### src/rtl/fcp_defines.vh
// Register offsets, field positions, reset values and timing counts for the flash clock/protect block.
`ifndef FCP_DEFINES_VH
`define FCP_DEFINES_VH

`define FCP_KEY_ADDR 8'hf5
`define FCP_DIV_ADDR 8'hf9
`define FCP_PROT_ADDR 8'hfa
`define FCP_EVT_ADDR 8'hfb

`define FCP_KEY_FIRST 8'hb6
`define FCP_KEY_SECOND 8'h49

`define FCP_DIV_RESET 8'h01
`define FCP_PROT_RESET 8'hff
`define FCP_PROT_ALL 8'hff
`define FCP_EVT_RESET 8'h00

`define FCP_BIT_COMPLETION_IRQ_ENABLE 7
`define FCP_BIT_ERROR_IRQ_ENABLE 6
`define FCP_BIT_DONE 5
`define FCP_BIT_WRITE_VIOLATION_FLAG 3
`define FCP_BIT_TMO 2
`define FCP_BIT_PAGE_ERASE_VIOLATION_FLAG 1
`define FCP_BIT_BULK_ERASE_VIOLATION_FLAG 0

`define FCP_BLOCK_SHIFT 14
`define FCP_ROW_TIMEOUT_CLKS 12'h980

`endif

### src/rtl/fcp_flash_clock_protect.v
// Flash controller clock divider, block protection mask and event/interrupt flags.
`timescale 1ns/10ps
`default_nettype none
`include "fcp_defines.vh"

module fcp_flash_clock_protect (
    // Clock and reset.
    input wire core_clk,
    input wire reset_n,
    // CPU I/O register port, same clock domain.
    input wire io_wr,
    input wire io_rd,
    input wire [7:0] io_addr,
    input wire [7:0] io_wdata,
    output wire [7:0] io_rdata,
    output wire io_sel,
    // Requests from the program/erase sequencer.
    input wire byte_write_req,
    input wire [16:0] byte_write_offset,
    input wire page_erase_req,
    input wire [16:0] page_erase_offset,
    input wire info_page_sel,
    input wire mass_erase_req,
    input wire row_program_start,
    input wire op_success,
    // Grants and status back to the sequencer.
    output wire byte_write_grant,
    output wire page_erase_grant,
    output wire mass_erase_grant,
    output wire row_program_enable,
    output wire row_program_abort,
    output wire flash_clk_tick,
    output wire unlocked,
    // Interrupt request to the system interrupt controller.
    output wire flash_irq
);

    localparam ST_IDLE = 2'b00;
    localparam ST_KEY1 = 2'b01;
    localparam ST_OPEN = 2'b10;

    reg [1:0] key_state_q;
    reg [1:0] key_state_d;
    reg [7:0] div_q;
    reg [7:0] prot_q;
    reg [7:0] div_cnt_q;
    reg [7:0] div_cnt_d;
    reg tick_q;
    reg tick_d;
    reg [11:0] rp_cnt_q;
    reg rp_en_q;
    reg rp_abort_q;
    reg wr_grant_q;
    reg pg_grant_q;
    reg mass_grant_q;
    reg [7:0] rdata_q;
    reg completion_irq_enable_q;
    reg error_irq_enable_q;
    reg done_q;
    reg done_d;
    reg write_violation_flag_q;
    reg write_violation_flag_d;
    reg tmo_q;
    reg tmo_d;
    reg page_erase_violation_flag_q;
    reg page_erase_violation_flag_d;
    reg bulk_erase_violation_flag_q;
    reg bulk_erase_violation_flag_d;

    wire key_wr;
    wire div_wr;
    wire prot_wr;
    wire evt_wr;
    wire evt_rd;
    wire wr_blocked;
    wire pg_blocked;
    wire mass_blocked;
    wire rp_timeout;
    wire set_done;
    wire any_error;

    // Mask lookup: the info page has no guard bit and is always allowed.
    function blocked_at;
        input [7:0] mask;
        input [16:0] offset;
        input info;
        begin
            blocked_at = !info && mask[offset[16:`FCP_BLOCK_SHIFT]];
        end
    endfunction

    // Address match for one register, qualified by its strobe.
    function addr_hit;
        input strobe;
        input [7:0] addr;
        input [7:0] target;
        begin
            addr_hit = strobe && (addr == target);
        end
    endfunction

    // Next value of a sticky flag. The set term is ORed in last, so an event
    // that lands in the same cycle as the clearing read is never lost.
    function sticky_next;
        input set;
        input flag;
        input clear;
        begin
            sticky_next = set || (flag && !clear);
        end
    endfunction

    // Image of the event register as the CPU reads it; reserved bit 4 reads zero.
    function [7:0] evt_image;
        input completion_irq_enable;
        input error_irq_enable;
        input done;
        input write_violation_flag;
        input tmo;
        input page_erase_violation_flag;
        input bulk_erase_violation_flag;
        begin
            evt_image = 8'h00;
            evt_image[`FCP_BIT_COMPLETION_IRQ_ENABLE] = completion_irq_enable;
            evt_image[`FCP_BIT_ERROR_IRQ_ENABLE] = error_irq_enable;
            evt_image[`FCP_BIT_DONE] = done;
            evt_image[`FCP_BIT_WRITE_VIOLATION_FLAG] = write_violation_flag;
            evt_image[`FCP_BIT_TMO] = tmo;
            evt_image[`FCP_BIT_PAGE_ERASE_VIOLATION_FLAG] = page_erase_violation_flag;
            evt_image[`FCP_BIT_BULK_ERASE_VIOLATION_FLAG] = bulk_erase_violation_flag;
        end
    endfunction

    assign key_wr = addr_hit(io_wr, io_addr, `FCP_KEY_ADDR);
    assign div_wr = addr_hit(io_wr, io_addr, `FCP_DIV_ADDR);
    assign prot_wr = addr_hit(io_wr, io_addr, `FCP_PROT_ADDR);
    assign evt_wr = addr_hit(io_wr, io_addr, `FCP_EVT_ADDR);
    assign evt_rd = addr_hit(io_rd, io_addr, `FCP_EVT_ADDR);
    assign io_sel = addr_hit(1'b1, io_addr, `FCP_DIV_ADDR) || addr_hit(1'b1, io_addr, `FCP_PROT_ADDR)
        || addr_hit(1'b1, io_addr, `FCP_EVT_ADDR);
    assign unlocked = (key_state_q == ST_OPEN);

    // Outputs come straight from their flip-flops.
    assign io_rdata = rdata_q;
    assign byte_write_grant = wr_grant_q;
    assign page_erase_grant = pg_grant_q;
    assign mass_erase_grant = mass_grant_q;
    assign row_program_enable = rp_en_q;
    assign row_program_abort = rp_abort_q;
    assign flash_clk_tick = tick_q;

    assign wr_blocked = blocked_at(prot_q, byte_write_offset, info_page_sel);
    assign pg_blocked = blocked_at(prot_q, page_erase_offset, info_page_sel);
    assign mass_blocked = |prot_q;
    assign rp_timeout = rp_en_q && tick_q
        && (rp_cnt_q == `FCP_ROW_TIMEOUT_CLKS - 12'h001);
    assign set_done = op_success && !rp_timeout;
    assign any_error = write_violation_flag_q || tmo_q || page_erase_violation_flag_q || bulk_erase_violation_flag_q;

    ////////////////////////////////////////////////////////////////////////////////
    // Unlock key sequence. Only I/O writes advance or break it; reads are ignored.
    always @* begin
        key_state_d = key_state_q;
        if (div_wr || prot_wr) begin
            key_state_d = ST_IDLE;
        end else if (io_wr) begin
            case (key_state_q)
                ST_IDLE: begin
                    key_state_d = (key_wr && io_wdata == `FCP_KEY_FIRST) ? ST_KEY1 : ST_IDLE;
                end
                ST_KEY1: begin
                    if (key_wr && io_wdata == `FCP_KEY_SECOND) begin
                        key_state_d = ST_OPEN;
                    end else if (key_wr && io_wdata == `FCP_KEY_FIRST) begin
                        key_state_d = ST_KEY1;
                    end else begin
                        key_state_d = ST_IDLE;
                    end
                end
                ST_OPEN: begin
                    key_state_d = ST_OPEN;
                end
                default: begin
                    key_state_d = ST_IDLE;
                end
            endcase
        end
    end

    always @(posedge core_clk or negedge reset_n) begin
        if (!reset_n) begin
            key_state_q <= ST_IDLE;
        end else begin
            key_state_q <= key_state_d;
        end
    end

    ////////////////////////////////////////////////////////////////////////////////
    // Divider and protection registers.
    always @(posedge core_clk or negedge reset_n) begin
        if (!reset_n) begin
            div_q <= `FCP_DIV_RESET;
            prot_q <= `FCP_PROT_RESET;
        end else begin
            if (div_wr && unlocked) begin
                div_q <= io_wdata;
            end
            if (prot_wr) begin
                prot_q <= unlocked ? io_wdata : `FCP_PROT_ALL;
            end
        end
    end

    ////////////////////////////////////////////////////////////////////////////////
    // Flash controller clock enable. A divider of zero is treated as one so the
    // tick never stops; software is expected to follow the frequency table anyway.
    always @* begin
        if (div_cnt_q + 8'h01 >= div_q) begin
            div_cnt_d = 8'h00;
            tick_d = 1'b1;
        end else begin
            div_cnt_d = div_cnt_q + 8'h01;
            tick_d = 1'b0;
        end
    end

    always @(posedge core_clk or negedge reset_n) begin
        if (!reset_n) begin
            div_cnt_q <= 8'h00;
            tick_q <= 1'b0;
        end else begin
            div_cnt_q <= div_cnt_d;
            tick_q <= tick_d;
        end
    end

    ////////////////////////////////////////////////////////////////////////////////
    // Row program enable and its timeout, counted in flash controller clocks.
    always @(posedge core_clk or negedge reset_n) begin
        if (!reset_n) begin
            rp_en_q <= 1'b0;
            rp_abort_q <= 1'b0;
            rp_cnt_q <= 12'h000;
        end else begin
            rp_abort_q <= rp_timeout;
            if (rp_timeout) begin
                rp_en_q <= 1'b0;
                rp_cnt_q <= 12'h000;
            end else if (row_program_start && !rp_en_q) begin
                rp_en_q <= 1'b1;
                rp_cnt_q <= 12'h000;
            end else if (rp_en_q && op_success) begin
                rp_en_q <= 1'b0;
            end else if (rp_en_q && tick_q) begin
                rp_cnt_q <= rp_cnt_q + 12'h001;
            end
        end
    end

    ////////////////////////////////////////////////////////////////////////////////
    // Grants to the sequencer; a refused request is simply not granted.
    always @(posedge core_clk or negedge reset_n) begin
        if (!reset_n) begin
            wr_grant_q <= 1'b0;
            pg_grant_q <= 1'b0;
            mass_grant_q <= 1'b0;
        end else begin
            wr_grant_q <= byte_write_req && !wr_blocked;
            pg_grant_q <= page_erase_req && !pg_blocked;
            mass_grant_q <= mass_erase_req && !mass_blocked;
        end
    end

    ////////////////////////////////////////////////////////////////////////////////
    // Event flags. A row program cut short by the timeout in the same cycle as
    // its success strobe is not reported as done, since it did not complete.
    always @* begin
        done_d = sticky_next(set_done, done_q, evt_rd);
        write_violation_flag_d = sticky_next(byte_write_req && wr_blocked, write_violation_flag_q, evt_rd);
        tmo_d = sticky_next(rp_timeout, tmo_q, evt_rd);
        page_erase_violation_flag_d = sticky_next(page_erase_req && pg_blocked, page_erase_violation_flag_q, evt_rd);
        bulk_erase_violation_flag_d = sticky_next(mass_erase_req && mass_blocked, bulk_erase_violation_flag_q, evt_rd);
    end

    always @(posedge core_clk or negedge reset_n) begin
        if (!reset_n) begin
            completion_irq_enable_q <= 1'b0;
            error_irq_enable_q <= 1'b0;
            done_q <= 1'b0;
            write_violation_flag_q <= 1'b0;
            tmo_q <= 1'b0;
            page_erase_violation_flag_q <= 1'b0;
            bulk_erase_violation_flag_q <= 1'b0;
        end else begin
            if (evt_wr) begin
                completion_irq_enable_q <= io_wdata[`FCP_BIT_COMPLETION_IRQ_ENABLE];
                error_irq_enable_q <= io_wdata[`FCP_BIT_ERROR_IRQ_ENABLE];
            end
            done_q <= done_d;
            write_violation_flag_q <= write_violation_flag_d;
            tmo_q <= tmo_d;
            page_erase_violation_flag_q <= page_erase_violation_flag_d;
            bulk_erase_violation_flag_q <= bulk_erase_violation_flag_d;
        end
    end

    assign flash_irq = (completion_irq_enable_q && done_q)
        || (error_irq_enable_q && any_error);

    ////////////////////////////////////////////////////////////////////////////////
    // Read data, registered on the read strobe and held until the next read.
    always @(posedge core_clk or negedge reset_n) begin
        if (!reset_n) begin
            rdata_q <= 8'h00;
        end else if (io_rd) begin
            case (io_addr)
                `FCP_DIV_ADDR: rdata_q <= div_q;
                `FCP_PROT_ADDR: rdata_q <= prot_q;
                `FCP_EVT_ADDR: rdata_q <= evt_image(completion_irq_enable_q, error_irq_enable_q, done_q, write_violation_flag_q,
                    tmo_q, page_erase_violation_flag_q, bulk_erase_violation_flag_q);
                default: rdata_q <= 8'h00;
            endcase
        end
    end

endmodule
`default_nettype wire

### config.mk
export PLATFORM = sky130hd
export DESIGN_NAME = fcp_flash_clock_protect
export DESIGN_NICKNAME = d
export VERILOG_FILES = /design/src/rtl/fcp_flash_clock_protect.v
export VERILOG_INCLUDE_DIRS = /design/src /design/src/rtl
export SDC_FILE = /design/constraint.sdc
export NUM_CORES = 1
export LEC_CHECK = 0
export ABC_AREA = 1
export BUFFER_PORTS_ARGS = -buffer_cell sky130_fd_sc_hd__buf_2
export CORE_MARGIN = 4
export CORE_UTILIZATION = 55
export CTS_CLUSTER_DIAMETER = 60
export CTS_CLUSTER_SIZE = 12
export DETAILED_ROUTE_END_ITERATION = 8
export MAX_ROUTING_LAYER = met4
export PLACE_DENSITY = 0.81
export SYNTH_ARGS = -nofsm -noshare
export SYNTH_HDL_FRONTEND = slang
export SYNTH_SLANG_ARGS = --single-unit
### constraint.sdc
create_clock -name core_clk -period 5.6 [get_ports core_clk]
set_clock_uncertainty 0.05 [all_clocks]
set_input_delay 1.12 -clock core_clk [delete_from_list [all_inputs] [get_ports core_clk]]
set_output_delay 1.12 -clock core_clk [all_outputs]
set_load 0.03 [all_outputs]
==> impl_metrics.env, run 1 <==
export IMPL_status="finished clean"
export IMPL_crit_buf_inv=3
export IMPL_switching_share_pct=30.12
export IMPL_dp_slack_ns=2.427
export IMPL_maxSlewViolCount=0
export IMPL_yosys_warnings=0
export IMPL_cp_slowest_cell="a2111oi_0"
export IMPL_synth_seq_area_share_pct=42.68
export IMPL_maxCapViolCount=0
export IMPL_gp_congestion=0.9188
export IMPL_drtIter0Drc=332
export IMPL_post_route_period_util_pct=56.46
export IMPL_tightest_slew_ns=0.7513
export IMPL_min_period_ns=3.162
export IMPL_critPathMaxStageDelay_ns=0.30
export IMPL_grt_usage_pct=25.44
export IMPL_avgRoutedWirePerCell_um=14.52
export IMPL_crit_type="in2out"
export IMPL_setup_viol=0
export IMPL_critPathArrivalTime_ns=1.99
export IMPL_fillers=522
export IMPL_synth_top_area_share_pct=35.89
export IMPL_startpoint_type="input pin"
export IMPL_numPortBuffers=48
export IMPL_power_internal_uw=816.0
export IMPL_grt_overflow_total=0
export IMPL_max_clock_freq_mhz=316.3
export IMPL_r2r_cells=11
export IMPL_yosys_register_bits=59
export IMPL_cts_buffers=9
export IMPL_hold_viol=0
export IMPL_synth_top_area_cell="dfrtp_1"
export IMPL_path_clk_slew_ns=0.07
export IMPL_crit_top_cell="buf_2"
export IMPL_clkSinkCount=59
export IMPL_slew_headroom_pct=49.91
export IMPL_final_antenna_net_count=0
export IMPL_setup_slack_ns=2.438
export IMPL_antenna_found_initial=0
export IMPL_p_leak_uw=0.002154
export IMPL_p_sw_uw=351.7
export IMPL_finalNonFillerCells=590
export IMPL_avgSynthCellArea_sq_um=7.644
export IMPL_crit_chain="buf_2 -> inv_1 -> nand2_2 -> a2111oi_0 -> buf_2"
export IMPL_cts_path_max_buffers=2
export IMPL_insertion_delay_ns=0.35
export IMPL_routed_wl_um=8566
export IMPL_synth_edf_count=0
export IMPL_grt_pass1_wl_um=14860
export IMPL_synthCells=456
export IMPL_yosysMostFrequentCell="nand2_1"
export IMPL_clockPowerShare_pct=41.8
export IMPL_syn2layout_area_growth_pct=15.65
export IMPL_fin_area_sq_um=4031
export IMPL_synthTopCellsByCount="nand2_1 (134), inv_1 (61), dfrtp_1 (50)"
export IMPL_ctsHoldBuffers=0
export IMPL_drc_errors=0
export IMPL_coreArea_sq_um=6026
export IMPL_crit_fanout=5
export IMPL_dp_cells=574
export IMPL_drive_above_1_share_pct=19.61
export IMPL_critical_path_depth=5
export IMPL_cts_root_buf="clkbuf_8"
export IMPL_vias=3238
export IMPL_syn_area_sq_um=3486
export IMPL_syn_num_nets=526
export IMPL_first_global_vias=3238
export IMPL_seq_power_share_pct=41.8
export IMPL_rsz0062_at_grt="no"
export IMPL_async_flop_share_pct=100.0
export IMPL_first_pass_iters=5
export IMPL_io_pins=77
export IMPL_end_kind="output pin"
export IMPL_grt_max_degree=60
export IMPL_ys_flop_type="dfrtp_1"
export IMPL_synthDistinctLibCells=35
export IMPL_antenna_cells=0
export IMPL_start_util_pct=57.85
export IMPL_via_per_inst=5.488
export IMPL_netlist_top_cells_area="dfrtp_1 (36%), nand2_1 (14%), dfstp_2 (6.8%)"
export IMPL_fp_dieH_um=87.61
export IMPL_critPathTopFamily="buffers and inverters"
export IMPL_dpl_hpwl_um=6205
export IMPL_min_path_cells=2
export IMPL_irDropWorstVdd_mv=0.1988
export IMPL_final_nets=580
export IMPL_combPwrFrac_pct=16.4
export IMPL_fp_dieW_um=87.61
export IMPL_cts_htree_levels=3
export IMPL_dieArea_sq_um=7676
export IMPL_row_count=28
export IMPL_powerDensity_nw_per_um2=289.7
export IMPL_cts_resized=0
export IMPL_cts_setup_buffers=0
export IMPL_postPlaceCellArea_sq_um=3782
export IMPL_utilization_pct=66.90
export IMPL_hold_class="reg2reg"
export IMPL_cp_required_ns=4.43
export IMPL_setup_tns_ns=0
export IMPL_cts_tree="done"
==> flip-flops by register name, summed over array words and instances, names as in the netlist, 2 cells and up <==
name	flops
div_cnt_q	8
io_rdata	8
rp_cnt_q	12
key_state_q	2
div_q	8
prot_q	8
==> power groups by stage <==
stage                     registers, uW  clock network (uW)  logic (uW)
final                               489                 488         191
after floorplan                     496                   0         117
after CTS                           488                 491         192
after global routing                493                 517         213
after detailed placement            495                   0         189
after global placement              494                   0         182
==> kinds of logic (layout without fill, tap and decap cells) <==
| logic type | count (synthesis) | after routing | share of synthesized area, % |
|---|---|---|---|
| xor gates and xnor gates | 9 | 9 | 2.261 |
| and+or+nand+nor | 257 | 257 | 33.96 |
| buffers and inverters | 69 | 128 | 8.076 |
| AOI/OAI and AO/OA | 52 | 52 | 9.440 |
| adders and majority gates | 10 | 10 | 3.589 |
| DFF | 59 | 59 | 42.68 |
==> final timing paths <==
| check | endpoint | start | slack (ns) |
|---|---|---|---|
| worst max-delay path | io_sel | io_addr[2] | 2.44 |
| worst min-delay path | io_rdata[1] | io_rdata[1] | 0.43 |
| worst max register to register | div_cnt_q[5] | div_cnt_q[0] | 3.16 |
| worst min register to register | io_rdata[1] | io_rdata[1] | 0.43 |
| max in group asynchronous | div_q[7] | reset_n | 4.13 |
| min in group asynchronous | div_cnt_q[5] | reset_n | 0.86 |
==> through the flow <==
step           hold slack (ns)  total power [uW]
6_report                0.4265              1168
5_1_grt                 0.4659              1223
4_1_cts                 0.4305              1171
3_5_place_dp            0.4101             683.0
3_3_place_gp            0.4120             675.3
2_1_floorplan           0.4084             612.9
==> worst register-to-register path: cells and delay by family (launching register included) <==
family | cells | cell delay [ns]
and+or+nand+nor | 7 | 1.05
adders and majority gates | 2 | 0.50
DFF | 1 | 0.43
xor gates and xnor gates | 1 | 0.21
buffers and inverters | 1 | 0.07
==> placed cells by master (no fill, tap or decap), types with 5 or more instances in the layout <==
cell	count
nand2_2	5
o211ai_1	5
clkbuf_8	9
xor2_1	8
nand3_1	47
nor2_1	40
nand4_1	13
dfrtp_1	50
buf_2	48
o21ai_2	12
ha_1	10
a21oi_1	9
inv_1	61
dfstp_2	9
o21ai_0	19
nand2_1	134
==> per-layer routing <==
metal	share of wire (%)	track usage (%)
met1	44	33.53
met5	0	-
met2	47	39.66
met3	7.1	5.456
met4	1.6	7.392
==> final cells by class <==
type                       count  area, sq um  share of cell area [%]
sequential                    59         1488                   36.90
clock inverter                 7        125.1                   3.104
inverter                      63        236.5                   5.866
timing repair buffer          49        247.7                   6.145
multi-input combinational    328         1717                   42.58
tap                           75        93.84                   2.328
clock buffer                   9        123.9                   3.073
No activity file was read; power rests on OpenSTA's default activity.
==> run 2, diff against run 1 <==
--- a/config.mk
+++ b/config.mk
@@ -9,12 +9,12 @@
 export ABC_AREA = 1
 export BUFFER_PORTS_ARGS = -buffer_cell sky130_fd_sc_hd__buf_2
 export CORE_MARGIN = 4
-export CORE_UTILIZATION = 55
+export CORE_UTILIZATION = 49
 export CTS_CLUSTER_DIAMETER = 60
 export CTS_CLUSTER_SIZE = 12
 export DETAILED_ROUTE_END_ITERATION = 8
 export MAX_ROUTING_LAYER = met4
-export PLACE_DENSITY = 0.81
+export PLACE_DENSITY = 0.76
 export SYNTH_ARGS = -nofsm -noshare
 export SYNTH_HDL_FRONTEND = slang
 export SYNTH_SLANG_ARGS = --single-unit
==> constraint.sdc (replaced) <==
create_clock -name core_clk -period 2.6 [get_ports core_clk]
set_clock_uncertainty 0.05 [all_clocks]
set_input_delay 0.52 -clock core_clk [delete_from_list [all_inputs] [get_ports core_clk]]
set_output_delay 0.52 -clock core_clk [all_outputs]
set_load 0.03 [all_outputs]
==> run 2 against run 1 <==
  * Global-route usage fell by 3.8 points
  * Wire length decreased by 5.4%
  * Worst hold slack lost 0.28 ns
  * Highest routed layer unchanged
==> impl_metrics.env, run 2 (synthesized netlist as in run 1, its figures left out) <==
export IMPL_crit_top_cell="nor2_1"
export IMPL_fillers=634
export IMPL_cts_root_buf="clkbuf_8"
export IMPL_setup_tns_ns=0
export IMPL_cp_required_ns=2.80
export IMPL_drive_above_1_share_pct=19.61
export IMPL_post_route_period_util_pct=88.18
export IMPL_antenna_found_initial=0
export IMPL_start_util_pct=50.75
export IMPL_hold_viol=0
export IMPL_tightest_slew_ns=0.6228
export IMPL_maxSlewViolCount=0
export IMPL_dpl_hpwl_um=6281
export IMPL_cts_path_max_buffers=2
export IMPL_final_antenna_net_count=0
export IMPL_min_period_ns=2.293
export IMPL_fp_dieH_um=92.35
export IMPL_whs_ns=0.1485
export IMPL_cts_resized=0
export IMPL_io_pins=77
export IMPL_top_register="rp_cnt_q"
export IMPL_p_leak_uw=0.002143
export IMPL_max_clock_freq_mhz=436.2
export IMPL_crit_type="reg2reg"
export IMPL_utilization_pct=58.74
export IMPL_dieArea_sq_um=8528
export IMPL_crit_fanout=9
export IMPL_antenna_cells=0
export IMPL_ctsHoldBuffers=0
export IMPL_final_common_cell="nand2_1"
export IMPL_avgRoutedWirePerCell_um=13.26
export IMPL_slew_headroom_pct=58.48
export IMPL_fp_dieW_um=92.35
export IMPL_layout_common_cells="nand2_1 (134), inv_1 (61), dfrtp_1 (50)"
export IMPL_crit_chain="ha_1 -> nand3_1 -> nand3b_1 -> xor2_1 -> inv_1 -> ha_1 -> nand2_1 -> nor2_1 -> nor2_1 -> nand4_1 -> nor2_1"
export IMPL_cts_setup_buffers=0
export IMPL_hold_class="in2async"
export IMPL_largest_reg_flops=12
export IMPL_drtIter0Drc=269
export IMPL_vias=3141
export IMPL_drc_errors=0
export IMPL_syn2layout_area_growth_pct=15.76
export IMPL_gp_congestion=0.9469
export IMPL_cp_slowest_cell="dfrtp_1"
export IMPL_critPathMaxStageDelay_ns=0.41
export IMPL_critPathArrivalTime_ns=2.49
export IMPL_irDropWorstVdd_mv=0.2589
export IMPL_powerDensity_nw_per_um2=576.3
export IMPL_cts_buffers=9
export IMPL_numPortBuffers=48
export IMPL_grt_overflow_total=0
export IMPL_end_kind="flop"
export IMPL_routed_wl_um=8103
export IMPL_row_count=30
export IMPL_insertion_delay_ns=0.33
export IMPL_clkSinkCount=59
export IMPL_critPathTopFamily="simple AND/OR/NAND/NOR gates"
export IMPL_rsz0062_at_grt="no"
export IMPL_first_pass_iters=4
export IMPL_coreArea_sq_um=6869
export IMPL_cts_htree_levels=3
export IMPL_via_per_inst=5.141
export IMPL_setup_viol=0
export IMPL_grt_max_degree=34
export IMPL_maxCapViolCount=0
export IMPL_cts_tree="done"
export IMPL_grt_usage_pct=21.65
export IMPL_final_nets=580
export IMPL_grt_pass1_wl_um=14370
export IMPL_startpoint_type="flop"
export IMPL_path_clk_slew_ns=0.07
export IMPL_crit_buf_inv=1
export IMPL_first_global_vias=3111
export IMPL_status="finished clean"
-- run 2: cell types whose count changed in the layout (fill, tap and decap cells not counted) --
cell        before  now
clkinv_2         0    2
a2111oi_0        1    0
a2111oi_1        0    1
buf_12           0    1
bufinv_16        3    1
clkinv_4         3    0
clkinvlp_4       0    1
buf_4            1    0
inv_6            1    0
clkbuf_8         9   12
-- run 2: layout make-up --
class	instances	area [sq um]	share of cell area, %
Multi-Input combinational cell	328	1718	42.57
Sequential cell	59	1488	36.87
Timing Repair Buffer	49	260.3	6.450
Inverter	63	236.5	5.860
Clock buffer	12	165.2	4.093
Tap cell	96	120.1	2.977
Clock inverter	4	47.55	1.178
-- run 2: worst paths after layout --
check                                from               end  slack (ns)  depth (start not counted)
max                          div_cnt_q[0]      div_cnt_q[0]        0.31                         11
min                               reset_n          div_q[5]        0.15                          1
min reg2reg                   io_rdata[5]       io_rdata[5]        0.44                          2
max in group asynchronous         reset_n         prot_q[1]        1.69                          2
max reg2reg                  div_cnt_q[0]      div_cnt_q[0]        0.31                         11
min in group core_clk      page_erase_req  page_erase_grant        0.34                          3
-- run 2: power breakdown --
part	leakage (uW)	internal (uW)	switching, uW
clock	0.000108	517	352
sequential	0.000749	988	67.8
combinational	0.00129	126	274
total	0.00214	1630	694
-- run 2: routing by layer --
layer	part of all wire [%]	vias up	global-route usage (%)
li1	-	1586	-
met1	47	1453	29.06
met2	46	89	32.08
met3	5.0	13	4.143
met4	1.9	0	9.406
met5	0	-	-
-- run 2: through the flow --
step / instance area [sq um] / total power [uW] / worst slack, ns / cells
final: 4035 / 2326 / 0.3074 / 611
after global routing: 4035 / 2465 / 0.006011 / 611
after CTS: 4035 / 2344 / 0.2782 / 611
after detailed placement: 3822 / 1472 / 0.2984 / 595
after global placement: 3822 / 1455 / 0.3491 / 595
after floorplan: 3487 / 1320 / 0.2166 / 456
